## src/shared/solo_ctrl_cfg.svh

```systemverilog
`ifndef SOLO_CTRL_CFG_SVH
`define SOLO_CTRL_CFG_SVH

// Register byte offsets.
`define SOLO_OFS_CTRL        8'h00
`define SOLO_OFS_SAFE        8'h04
`define SOLO_OFS_SOLOS       8'h08
`define SOLO_OFS_STATUS      8'h0C

// Control register field positions.
`define SOLO_CTRL_PREFADER        0
`define SOLO_CTRL_PREFADER_EARLY  1
`define SOLO_CTRL_IN_PLACE_SMALL  2
`define SOLO_CTRL_IN_PLACE_LARGE  3
`define SOLO_CTRL_LINK       4
`define SOLO_CTRL_MIX_OVER   5
`define SOLO_CTRL_BTN_LO     6
`define SOLO_CTRL_BTN_HI     7
`define SOLO_CTRL_W          8

// Status register field positions.
`define SOLO_STAT_AUX_LO     0
`define SOLO_STAT_MON        16
`define SOLO_STAT_MIX        17
`define SOLO_STAT_STEREO     18
`define SOLO_STAT_TAP_LO     19
`define SOLO_STAT_TAP_HI     20
`define SOLO_STAT_IP_SMALL   21
`define SOLO_STAT_IP_LARGE   22
`define SOLO_STAT_ANY        23

// Reset values.
`define SOLO_CTRL_RST        8'h00
`define SOLO_SAFE_RST        32'h0000_0000

// Lamp flash half period.
`define SOLO_CLK_HZ          10000000
`define SOLO_FLASH_HALF_MS   250
`define SOLO_FLASH_HALF_CYC  ((`SOLO_CLK_HZ / 1000) * `SOLO_FLASH_HALF_MS)

`endif

```

## src/shared/solo_ctrl_pkg.sv

```systemverilog
package solo_ctrl_pkg;

    typedef enum logic [1:0] {
        BTN_HOLD,
        BTN_ADDITIVE,
        BTN_LATCH
    } btn_mode_t;

    typedef enum logic [1:0] {
        TAP_POST_PAN,
        TAP_POST_INSERT,
        TAP_POST_PREAMP
    } tap_t;

    typedef struct packed {
        logic      use_solo_bus;
        logic      mix_over_active;
        logic      stereo;
        tap_t      tap;
    } solo_route_t;

    typedef struct packed {
        logic      small_active;
        logic      large_active;
        logic      linked;
    } in_place_t;

endpackage

```

## src/rtl/solo_mode_control_logic.sv

```systemverilog
`timescale 1ns/1ns
`include "solo_ctrl_cfg.svh"

// How it works
// RULE_01: With no listen mode selected the listen solo is after-fader.
// RULE_02: Mode outputs only act while some channel or return solo is engaged; the code drives tap and stereo from the mode bits at all times.
// RULE_03: Listen modes swap solo bus for monitor source and mute nothing.
// RULE_04: After-fader listen taps after the pan control, in stereo.
// RULE_05: Pre-fader listen taps after insert, before fader, mono, for every solo.
// RULE_06: Early pre-fader listen taps after preamp and compressor, before EQ, mono.
// RULE_07: In-place solo mutes every unsoloed channel and return, heard via program buses.
// RULE_08: In-place solo is enabled per fader path by its own control bit.
// RULE_09: Linked in-place: any solo mutes unsoloed unsafed faders on both paths.
// RULE_10: Unlinked in-place mutes only the path holding an in-place solo.
// RULE_11: Mix-over-solo only with listen solos, never with in-place solos.
// RULE_12: Mix-over-solo needs its enable and some channel or return solo.
// RULE_13: Auxiliary master listen is always after-fader, via its own button; the code gives it the tap selected by the mode bits.
// RULE_14: Release-all press clears channel solos, not latching, keeps auxiliary listens.
// RULE_15: Release-all lamp flashes while any channel or auxiliary solo is active.
// RULE_16: Hold mode: solo follows its held button, several at once.
// RULE_17: Additive mode: each press toggles its solo, any number stay engaged.
// RULE_18: Latch mode: one solo at most, second press of it releases.
// RULE_19: Latch mode: another button releases current solo and engages new one.
// RULE_20: Button modes are exclusive; early pre-fader listen beats pre-fader listen.
module solo_mode_control_logic #(
    parameter int          N_CH            = 16,
    parameter int          N_AUX           = 3,
    parameter int unsigned FLASH_HALF_CYC  = `SOLO_FLASH_HALF_CYC
) (
    input  wire logic                       i_clk_sys,
    input  wire logic                       i_arst_n,
    input  wire logic [31:0]                haddr,
    input  wire logic [1:0]                 htrans,
    input  wire logic                       hwrite,
    input  wire logic [2:0]                 hsize,
    input  wire logic [31:0]                hwdata,
    input  wire logic                       hsel,
    input  wire logic                       hready,
    output logic      [31:0]                hrdata,
    output logic                            hreadyout,
    output logic                            hresp,
    input  wire logic [N_CH-1:0]            i_small_solo_btn,
    input  wire logic [N_CH-1:0]            i_large_solo_btn,
    input  wire logic [N_AUX-1:0]           i_aux_listen_btn,
    input  wire logic                       i_solo_release_all_btn,
    output logic      [N_CH-1:0]            o_small_solo,
    output logic      [N_CH-1:0]            o_large_solo,
    output logic      [N_AUX-1:0]           o_aux_listen,
    output logic      [N_CH-1:0]            o_small_mute,
    output logic      [N_CH-1:0]            o_large_mute,
    output solo_ctrl_pkg::solo_route_t      o_route,
    output solo_ctrl_pkg::in_place_t        o_in_place,
    output logic                            o_release_all_lamp
);

    // Solo index space: small path in the low half, large path in the high half.
    localparam int NB = 2 * N_CH;
    // The flash counter is wide enough for the whole half period.
    localparam int FW = $clog2(FLASH_HALF_CYC + 1);

    logic [`SOLO_CTRL_W-1:0]     ctrl_reg;
    logic [N_CH-1:0]             safe_reg;
    logic [NB-1:0]               solo_reg;
    logic [NB-1:0]               solo_next;
    logic [N_AUX-1:0]            aux_reg;
    logic [NB+N_AUX:0]           btn_meta_reg;
    logic [NB+N_AUX:0]           btn_sync_reg;
    logic [NB+N_AUX:0]           btn_prev_reg;
    logic [NB+N_AUX:0]           btn_press;
    logic [NB-1:0]               ch_held;
    logic [NB-1:0]               ch_press;
    logic [NB-1:0]               latch_pick;
    logic                        release_press;
    logic [FW-1:0]               flash_cnt_reg;
    logic                        flash_reg;
    solo_ctrl_pkg::btn_mode_t    btn_mode;
    solo_ctrl_pkg::btn_mode_t    btn_mode_reg;
    logic                        any_small;
    logic                        any_large;
    logic                        any_ch_solo;
    logic                        any_aux;
    logic                        ip_small;
    logic                        ip_large;
    logic                        listen_solo;
    logic                        mute_small_path;
    logic                        mute_large_path;
    logic                        ap_valid_reg;
    logic                        ap_write_reg;
    logic [7:0]                  ap_addr_reg;
    logic [31:0]                 status_word;
    logic [31:0]                 solos_word;

    // Buttons come from pins, so every one passes two flops first.
    always_ff @(posedge i_clk_sys or negedge i_arst_n) begin
        if (!i_arst_n) begin
            btn_meta_reg <= '0;
            btn_sync_reg <= '0;
            btn_prev_reg <= '0;
        end else begin
            btn_meta_reg <= {i_solo_release_all_btn, i_aux_listen_btn, i_large_solo_btn, i_small_solo_btn};
            btn_sync_reg <= btn_meta_reg;
            btn_prev_reg <= btn_sync_reg;
        end
    end

    // A press is the first cycle in which a synchronised button reads high.
    assign btn_press     = btn_sync_reg & ~btn_prev_reg;
    assign ch_held       = btn_sync_reg[NB-1:0];
    assign ch_press      = btn_press[NB-1:0];
    assign release_press = btn_press[NB+N_AUX];

    // An illegal code of the mode field falls back to hold mode.
    always_comb begin
        unique case (ctrl_reg[`SOLO_CTRL_BTN_HI:`SOLO_CTRL_BTN_LO])
            2'h1:    btn_mode = solo_ctrl_pkg::BTN_ADDITIVE; // RULE_20
            2'h2:    btn_mode = solo_ctrl_pkg::BTN_LATCH; // RULE_20
            default: btn_mode = solo_ctrl_pkg::BTN_HOLD; // RULE_20
        endcase
    end

    // Lowest pressed index wins when several are pressed in one cycle.
    always_comb begin
        latch_pick = '0;
        for (int i = NB - 1; i >= 0; i--) begin
            if (ch_press[i]) begin
                latch_pick = '0;
                latch_pick[i] = 1'b1;
            end
        end
    end

    // A press in the same cycle as a release-all still engages its solo.
    always_comb begin
        solo_next = release_press ? '0 : solo_reg; // RULE_14
        unique case (btn_mode)
            solo_ctrl_pkg::BTN_HOLD: begin
                solo_next = ch_held; // RULE_16
            end
            solo_ctrl_pkg::BTN_ADDITIVE: begin
                solo_next = solo_next ^ ch_press; // RULE_17
            end
            solo_ctrl_pkg::BTN_LATCH: begin
                if (|ch_press) begin
                    if (|(latch_pick & solo_next)) begin
                        solo_next = '0; // RULE_18
                    end else begin
                        solo_next = latch_pick; // RULE_19
                    end
                end
            end
        endcase
    end

    // The previous mode lets a mode change be seen one cycle later.
    always_ff @(posedge i_clk_sys or negedge i_arst_n) begin
        if (!i_arst_n) begin
            btn_mode_reg <= solo_ctrl_pkg::BTN_HOLD;
        end else begin
            btn_mode_reg <= btn_mode;
        end
    end

    // Changing button mode drops latched solos so no stale set survives.
    always_ff @(posedge i_clk_sys or negedge i_arst_n) begin
        if (!i_arst_n) begin
            solo_reg <= '0;
        end else if (btn_mode != btn_mode_reg) begin
            solo_reg <= '0;
        end else begin
            solo_reg <= solo_next;
        end
    end

    // Auxiliary listens toggle and ignore release-all.
    always_ff @(posedge i_clk_sys or negedge i_arst_n) begin
        if (!i_arst_n) begin
            aux_reg <= '0;
        end else begin
            aux_reg <= aux_reg ^ btn_press[NB+N_AUX-1:NB]; // RULE_13 RULE_14
        end
    end

    // Summary flags of the engaged solos, per path and for the auxiliary masters.
    assign any_small   = |solo_reg[N_CH-1:0];
    assign any_large   = |solo_reg[NB-1:N_CH];
    assign any_ch_solo = any_small | any_large;
    assign any_aux     = |aux_reg;

    // In-place acts on a path only while its enable bit is set and it holds a solo.
    assign ip_small = ctrl_reg[`SOLO_CTRL_IN_PLACE_SMALL] & any_small; // RULE_08 RULE_02
    assign ip_large = ctrl_reg[`SOLO_CTRL_IN_PLACE_LARGE] & any_large; // RULE_08 RULE_02

    // Listen solos are those on a path without in-place enabled.
    assign listen_solo = (any_small & ~ctrl_reg[`SOLO_CTRL_IN_PLACE_SMALL])
                       | (any_large & ~ctrl_reg[`SOLO_CTRL_IN_PLACE_LARGE]); // RULE_03

    // A path mutes when it holds an in-place solo, or when linked to one that does.
    assign mute_small_path = ip_small | (ctrl_reg[`SOLO_CTRL_LINK] & ip_large); // RULE_09 RULE_10
    assign mute_large_path = ip_large | (ctrl_reg[`SOLO_CTRL_LINK] & ip_small); // RULE_09 RULE_10

    // Safed channels never mute on either path; soloed faders never mute on their own path.
    always_ff @(posedge i_clk_sys or negedge i_arst_n) begin
        if (!i_arst_n) begin
            o_small_mute <= '0;
            o_large_mute <= '0;
        end else begin
            o_small_mute <= {N_CH{mute_small_path}} & ~solo_reg[N_CH-1:0] & ~safe_reg; // RULE_07
            o_large_mute <= {N_CH{mute_large_path}} & ~solo_reg[NB-1:N_CH] & ~safe_reg; // RULE_07
        end
    end

    // Tap and stereo follow the mode bits even with no solo engaged.
    // Only the solo bus choice and the mix gate wait for a solo.
    always_ff @(posedge i_clk_sys or negedge i_arst_n) begin
        if (!i_arst_n) begin
            o_route <= '{use_solo_bus: 1'b0, mix_over_active: 1'b0, stereo: 1'b1,
                         tap: solo_ctrl_pkg::TAP_POST_PAN};
        end else begin
            o_route.use_solo_bus    <= listen_solo | any_aux; // RULE_03 RULE_13
            o_route.mix_over_active <= ctrl_reg[`SOLO_CTRL_MIX_OVER] & listen_solo; // RULE_11 RULE_12
            if (ctrl_reg[`SOLO_CTRL_PREFADER_EARLY]) begin
                o_route.tap    <= solo_ctrl_pkg::TAP_POST_PREAMP; // RULE_06 RULE_20
                o_route.stereo <= 1'b0;
            end else if (ctrl_reg[`SOLO_CTRL_PREFADER]) begin
                o_route.tap    <= solo_ctrl_pkg::TAP_POST_INSERT; // RULE_05
                o_route.stereo <= 1'b0;
            end else begin
                o_route.tap    <= solo_ctrl_pkg::TAP_POST_PAN; // RULE_01 RULE_04
                o_route.stereo <= 1'b1;
            end
        end
    end

    // In-place state tells the audio side which paths are destructive.
    always_ff @(posedge i_clk_sys or negedge i_arst_n) begin
        if (!i_arst_n) begin
            o_in_place <= '0;
        end else begin
            o_in_place.small_active <= ip_small; // RULE_07
            o_in_place.large_active <= ip_large; // RULE_07
            o_in_place.linked       <= ctrl_reg[`SOLO_CTRL_LINK] & (ip_small | ip_large); // RULE_09
        end
    end

    // Lamp blink timebase.
    always_ff @(posedge i_clk_sys or negedge i_arst_n) begin
        if (!i_arst_n) begin
            flash_cnt_reg <= '0;
            flash_reg     <= 1'b0;
        end else if (flash_cnt_reg == FW'(FLASH_HALF_CYC - 1)) begin
            flash_cnt_reg <= '0;
            flash_reg     <= ~flash_reg;
        end else begin
            flash_cnt_reg <= flash_cnt_reg + 1'b1;
        end
    end

    // The flash is gated here, so the timebase itself never stops.
    always_ff @(posedge i_clk_sys or negedge i_arst_n) begin
        if (!i_arst_n) begin
            o_release_all_lamp <= 1'b0;
        end else begin
            o_release_all_lamp <= (any_ch_solo | any_aux) & flash_reg; // RULE_15
        end
    end

    // Solo states leave the block straight from their register.
    assign o_small_solo = solo_reg[N_CH-1:0];
    assign o_large_solo = solo_reg[NB-1:N_CH];
    assign o_aux_listen = aux_reg;

    // AHB-Lite slave: zero wait states, always OKAY.
    assign hreadyout = 1'b1;
    assign hresp     = 1'b0;

    // The address phase is captured only while the bus is ready.
    always_ff @(posedge i_clk_sys or negedge i_arst_n) begin
        if (!i_arst_n) begin
            ap_valid_reg <= 1'b0;
            ap_write_reg <= 1'b0;
            ap_addr_reg  <= '0;
        end else if (hready) begin
            ap_valid_reg <= hsel & htrans[1];
            ap_write_reg <= hwrite;
            ap_addr_reg  <= haddr[7:0];
        end
    end

    // Writes land at the end of the data phase; other offsets are ignored.
    always_ff @(posedge i_clk_sys or negedge i_arst_n) begin
        if (!i_arst_n) begin
            ctrl_reg <= `SOLO_CTRL_RST;
            safe_reg <= N_CH'(`SOLO_SAFE_RST);
        end else if (ap_valid_reg && ap_write_reg) begin
            if (ap_addr_reg == `SOLO_OFS_CTRL) begin
                ctrl_reg <= hwdata[`SOLO_CTRL_W-1:0];
            end
            if (ap_addr_reg == `SOLO_OFS_SAFE) begin
                safe_reg <= hwdata[N_CH-1:0];
            end
        end
    end

    // Read views of the solo set and of the current routing.
    always_comb begin
        solos_word = '0;
        solos_word[NB-1:0] = solo_reg;
        status_word = '0;
        status_word[`SOLO_STAT_AUX_LO +: N_AUX] = aux_reg;
        status_word[`SOLO_STAT_MON]      = o_route.use_solo_bus;
        status_word[`SOLO_STAT_MIX]      = o_route.mix_over_active;
        status_word[`SOLO_STAT_STEREO]   = o_route.stereo;
        status_word[`SOLO_STAT_TAP_HI:`SOLO_STAT_TAP_LO] = o_route.tap;
        status_word[`SOLO_STAT_IP_SMALL] = o_in_place.small_active;
        status_word[`SOLO_STAT_IP_LARGE] = o_in_place.large_active;
        status_word[`SOLO_STAT_ANY]      = any_ch_solo;
    end

    // Read data is registered at the address phase and held until the next read.
    // Only the low address byte is decoded, so higher address bits alias.
    always_ff @(posedge i_clk_sys or negedge i_arst_n) begin
        if (!i_arst_n) begin
            hrdata <= '0;
        end else if (hready && hsel && htrans[1] && !hwrite) begin
            unique case (haddr[7:0])
                `SOLO_OFS_CTRL:   hrdata <= 32'(ctrl_reg);
                `SOLO_OFS_SAFE:   hrdata <= 32'(safe_reg);
                `SOLO_OFS_SOLOS:  hrdata <= solos_word;
                `SOLO_OFS_STATUS: hrdata <= status_word;
                default:          hrdata <= 32'h0000_0000;
            endcase
        end
    end

endmodule

```

## config.mk

```make
export PLATFORM = sky130hd
export DESIGN_NAME = solo_mode_control_logic
export DESIGN_NICKNAME = d
export VERILOG_FILES = /design/src/shared/solo_ctrl_pkg.sv /design/src/rtl/solo_mode_control_logic.sv
export VERILOG_INCLUDE_DIRS = /design/src /design/src/shared
export SDC_FILE = /design/constraint.sdc
export NUM_CORES = 1
export LEC_CHECK = 0
export BUFFER_PORTS_ARGS = -buffer_cell sky130_fd_sc_hd__clkbuf_2
export CAP_MARGIN = 20
export CORE_MARGIN = 3
export CORE_UTILIZATION = 49
export DETAILED_ROUTE_END_ITERATION = 16
export GPL_TIMING_DRIVEN = 0
export HOLD_SLACK_MARGIN = 0.02
export MAX_ROUTING_LAYER = met4
export PLACE_DENSITY = 0.78
export SLEW_MARGIN = 20
export SYNTH_ARGS = -nofsm -noshare
export SYNTH_HDL_FRONTEND = slang
export SYNTH_SLANG_ARGS = --single-unit
```

## constraint.sdc

```tcl
create_clock -name i_clk_sys -period 3.9 [get_ports i_clk_sys]
set_input_delay 0.975 -clock i_clk_sys [delete_from_list [all_inputs] [get_ports i_clk_sys]]
set_output_delay 0.975 -clock i_clk_sys [all_outputs]
set_load 0.03 [all_outputs]
```

==> impl_metrics.py <==
metrics = {
    "run_status": {
        "outcome": "finished, final reports clean",
    },
    "timing": {
        "post-route-period-util_pct": 96.2,
        "whs_ns": 0.318,
        "fin_ws_ns": 0.149,
        "drv_slew": 0,
        "setup_viol_count_final": 0,
        "skew_ns": 0.0242,
        "tightest_slew_ns": 0.938,
        "rsz0062_at_grt": "false",
        "relSlewSlack_pct": 37.4,
        "hold_viol": 0,
        "max_freq_mhz": 267,
        "period_needed_ns": 3.75,
    },
    "yosys": {
        "synth_top_area_cell": "dfrtp_1",
        "syn_area_um2": 11500,
        "synth_top_area_share_pct": 59.4,
        "synth_nets": 1138,
        "synth_area_leaders": "dfrtp_1 59%, nand2_1 3.5%, mux2_2 3.0%",
        "synth-async-reset-ratio_pct": 100,
        "synth_cell_types": 70,
        "postSynthAreaPerCell_um2": 11.3,
        "yosys_warnings": 0,
        "synth.yosys.seq_area_share_pct": 59.6,
        "ys.flop_type": "dfrtp_1",
        "synth-seq-cells": 275,
        "synth_edf_count": 0,
        "syn-instance-count": 1023,
    },
    "grt": {
        "grt_pass1_vias": 9186,
        "antenna_found_initial": 0,
        "top_usage_layer": "met2",
        "grt_use_met3_pct": 4.73,
        "grtUsageTotal_pct": 26.9,
        "grt_overflow": 0,
        "use_met1_pct": 36.1,
        "grt_max_degree": 95,
        "grt_pass1_wl_mm": 52.7,
        "grt_use_met2_pct": 42.1,
    },
    "worst_setup_path": {
        "cp_cell_sequence": "nand2b_1, clkbuf_1, clkbuf_2, and2_1, ha_1, a311o_1, a21o_1, nor4_4, clkbuf_2, nand3_1, a211oi_1",
        "critPathRequiredTime_ns": 4.34,
        "crit_type": "register to register",
        "cp_max_fo": 19,
        "worstPathArrival_ns": 4.19,
        "cp-start-kind": "register",
        "max_stage_delay_ns": 0.45,
        "reg2reg_slack_ns": 0.15,
        "worst-path-buf-inv": 3,
        "path_common_cell": "clkbuf_2",
        "path_delay_family": "buffers and inverters",
        "slowest_stage": "clkbuf_2",
        "end_kind": "register",
    },
    "cells_and_area": {
        "final_cell_area_um2": 13800,
        "final_net_count": 1345,
        "diodes": 0,
        "mostFrequentLayoutCells": "274 x dfrtp_1, 174 x clkbuf_2, 108 x nand2_1",
        "stdcell_count": 1563,
        "layout_commonest_cell": "dfrtp_1",
        "syn_to_final_growth_pct": 19.9,
        "layout-drive-gt1-share_pct": 23.1,
    },
    "power_and_ir_drop": {
        "power_mw": 7.31,
        "ir_drop_uv": 335,
        "cellLeakagePower_nw": 6.24,
        "p_per_area_nw_per_um2": 528,
    },
    "routing": {
        "wire_per_inst_um": 21.4,
        "vias": 9150,
        "drt_wl_total_mm": 33.5,
        "drt_iter0_drc": 862,
        "viasPerCell": 5.85,
        "antenna_left": 0,
        "drcViolationCount": 0,
        "first_pass_iters": 6,
    },
    "placement": {
        "globalplace.congestion": 0.996,
        "place_area_um2": 12900,
        "dp_cells": 1514,
        "post-place-ws_ns": -0.497,
        "port_buffers": 173,
        "hpwlAfterDp_mm": 23.9,
    },
    "clock_network": {
        "htreeDepth": 1,
        "cts_sinks": 275,
        "hold_buffers": 0,
        "postCtsSetupBuffers": 0,
        "cts_buffers": 28,
        "clk_path_buf_depth": 3,
        "path_clk_slew_ns": 0.07,
        "insertion_delay_ns": 0.55,
        "cts_tree": "yes",
        "root_buffer": "clkbuf_16",
    },
    "die": {
        "dieWidth_um": 159,
        "die_area_um2": 25400,
        "die_h_um": 159,
        "core_area_um2": 22900,
        "initial_core_util_pct": 50.4,
        "pin_count": 220,
        "num_rows": 55,
    },
    "job": {
        "cap_violations": 0,
    },
    "hold_path": {
        "min_path_type": "input pin to asynchronous set/reset pin",
    },
}
## where the power goes
part	leakage (nW)	total (mW)	switching, mW	internal, mW
clock	0.432	2.58	1.10	1.49
sequential	3.43	3.47	0.414	3.05
combinational	2.38	1.26	0.836	0.421
## final cells by class
type                            count  area (µm²)
Tap cell                          313         392
Fill cell                        1892        9070
Sequential cell                   275        6880
Clock inverter                      9        90.1
Timing Repair Buffer              178         970
Multi-Input combinational cell    685        4420
Clock buffer                       41         800
Buffer                             50         244
Inverter                           12        45.0
## what timing repair did
action	4_1_cts	5_1_grt
pin swaps	0	0
gates resized for setup	5	1
setup endpoints to repair	17	16
## synth_stat cells (3+ instances only)
| cell | count |
|---|---|
| clkbuf_1 | 36 |
| a31oi_1 | 16 |
| xor2_1 | 13 |
| mux2_2 | 31 |
| a21o_1 | 3 |
| nand4_1 | 24 |
| a22o_1 | 15 |
| o21ai_0 | 50 |
| xnor2_1 | 34 |
| nor2_1 | 58 |
| o211ai_1 | 6 |
| a221o_1 | 9 |
| o22ai_1 | 5 |
| a221oi_1 | 4 |
| nand3_1 | 31 |
| nor3_1 | 50 |
| o21ai_1 | 3 |
| inv_1 | 12 |
| and2_1 | 7 |
| a211oi_1 | 14 |
| nor4_1 | 19 |
| nor4b_1 | 4 |
| a21boi_0 | 5 |
| and3_1 | 3 |
| nor2b_1 | 29 |
| nand2b_1 | 24 |
| o21a_1 | 3 |
| nand2_1 | 108 |
| nand3b_1 | 3 |
| a41oi_1 | 7 |
| or4_1 | 5 |
| or3_1 | 4 |
| buf_6 | 5 |
| buf_1 | 3 |
| buf_4 | 3 |
| buf_2 | 4 |
| mux2i_1 | 13 |
| o31ai_1 | 9 |
| mux4_2 | 3 |
| a21oi_1 | 26 |
| dfrtp_1 | 274 |
| a22oi_1 | 10 |
| ha_1 | 5 |
## layer usage
layer  up-vias  wire (µm)
met2       477      15600
li1       4094          -
met3        88       2640
met5         -          0
met4         0       1130
met1      4491      14100
## cell families after synthesis
family	count (synthesis)	synth area share [%]
multiplexers	47	4.74
flip-flops	275	59.6
XOR/XNOR	47	3.57
AND/OR/NAND/NOR	385	17.2
adder cells (fa/ha/maj)	5	0.542
buffers and inverters	63	2.51
other	2	0.0651
AO/OA/AOI/OAI	199	11.8
## worst paths after layout
path,startpoint,to,cells past startpoint
max,btn_prev_reg[35],solo_reg[27],11
min,i_arst_n,btn_prev_reg[34],1
max reg2reg,btn_prev_reg[35],solo_reg[27],11
min reg2reg,btn_meta_reg[29],btn_sync_reg[29],0
max in group asynchronous,i_arst_n,o_route[2],2
min in group i_clk_sys,btn_meta_reg[29],btn_sync_reg[29],0
## stage by stage
step                setup TNS [ns]  util (%)
global placement           -997.34      55.9
finish                           0      60.4
detailed placement           -4.92      56.4
global route                     0      60.4
floorplan                        0         -
CTS                              0      60.4
Power figures use the tool's default switching activity.
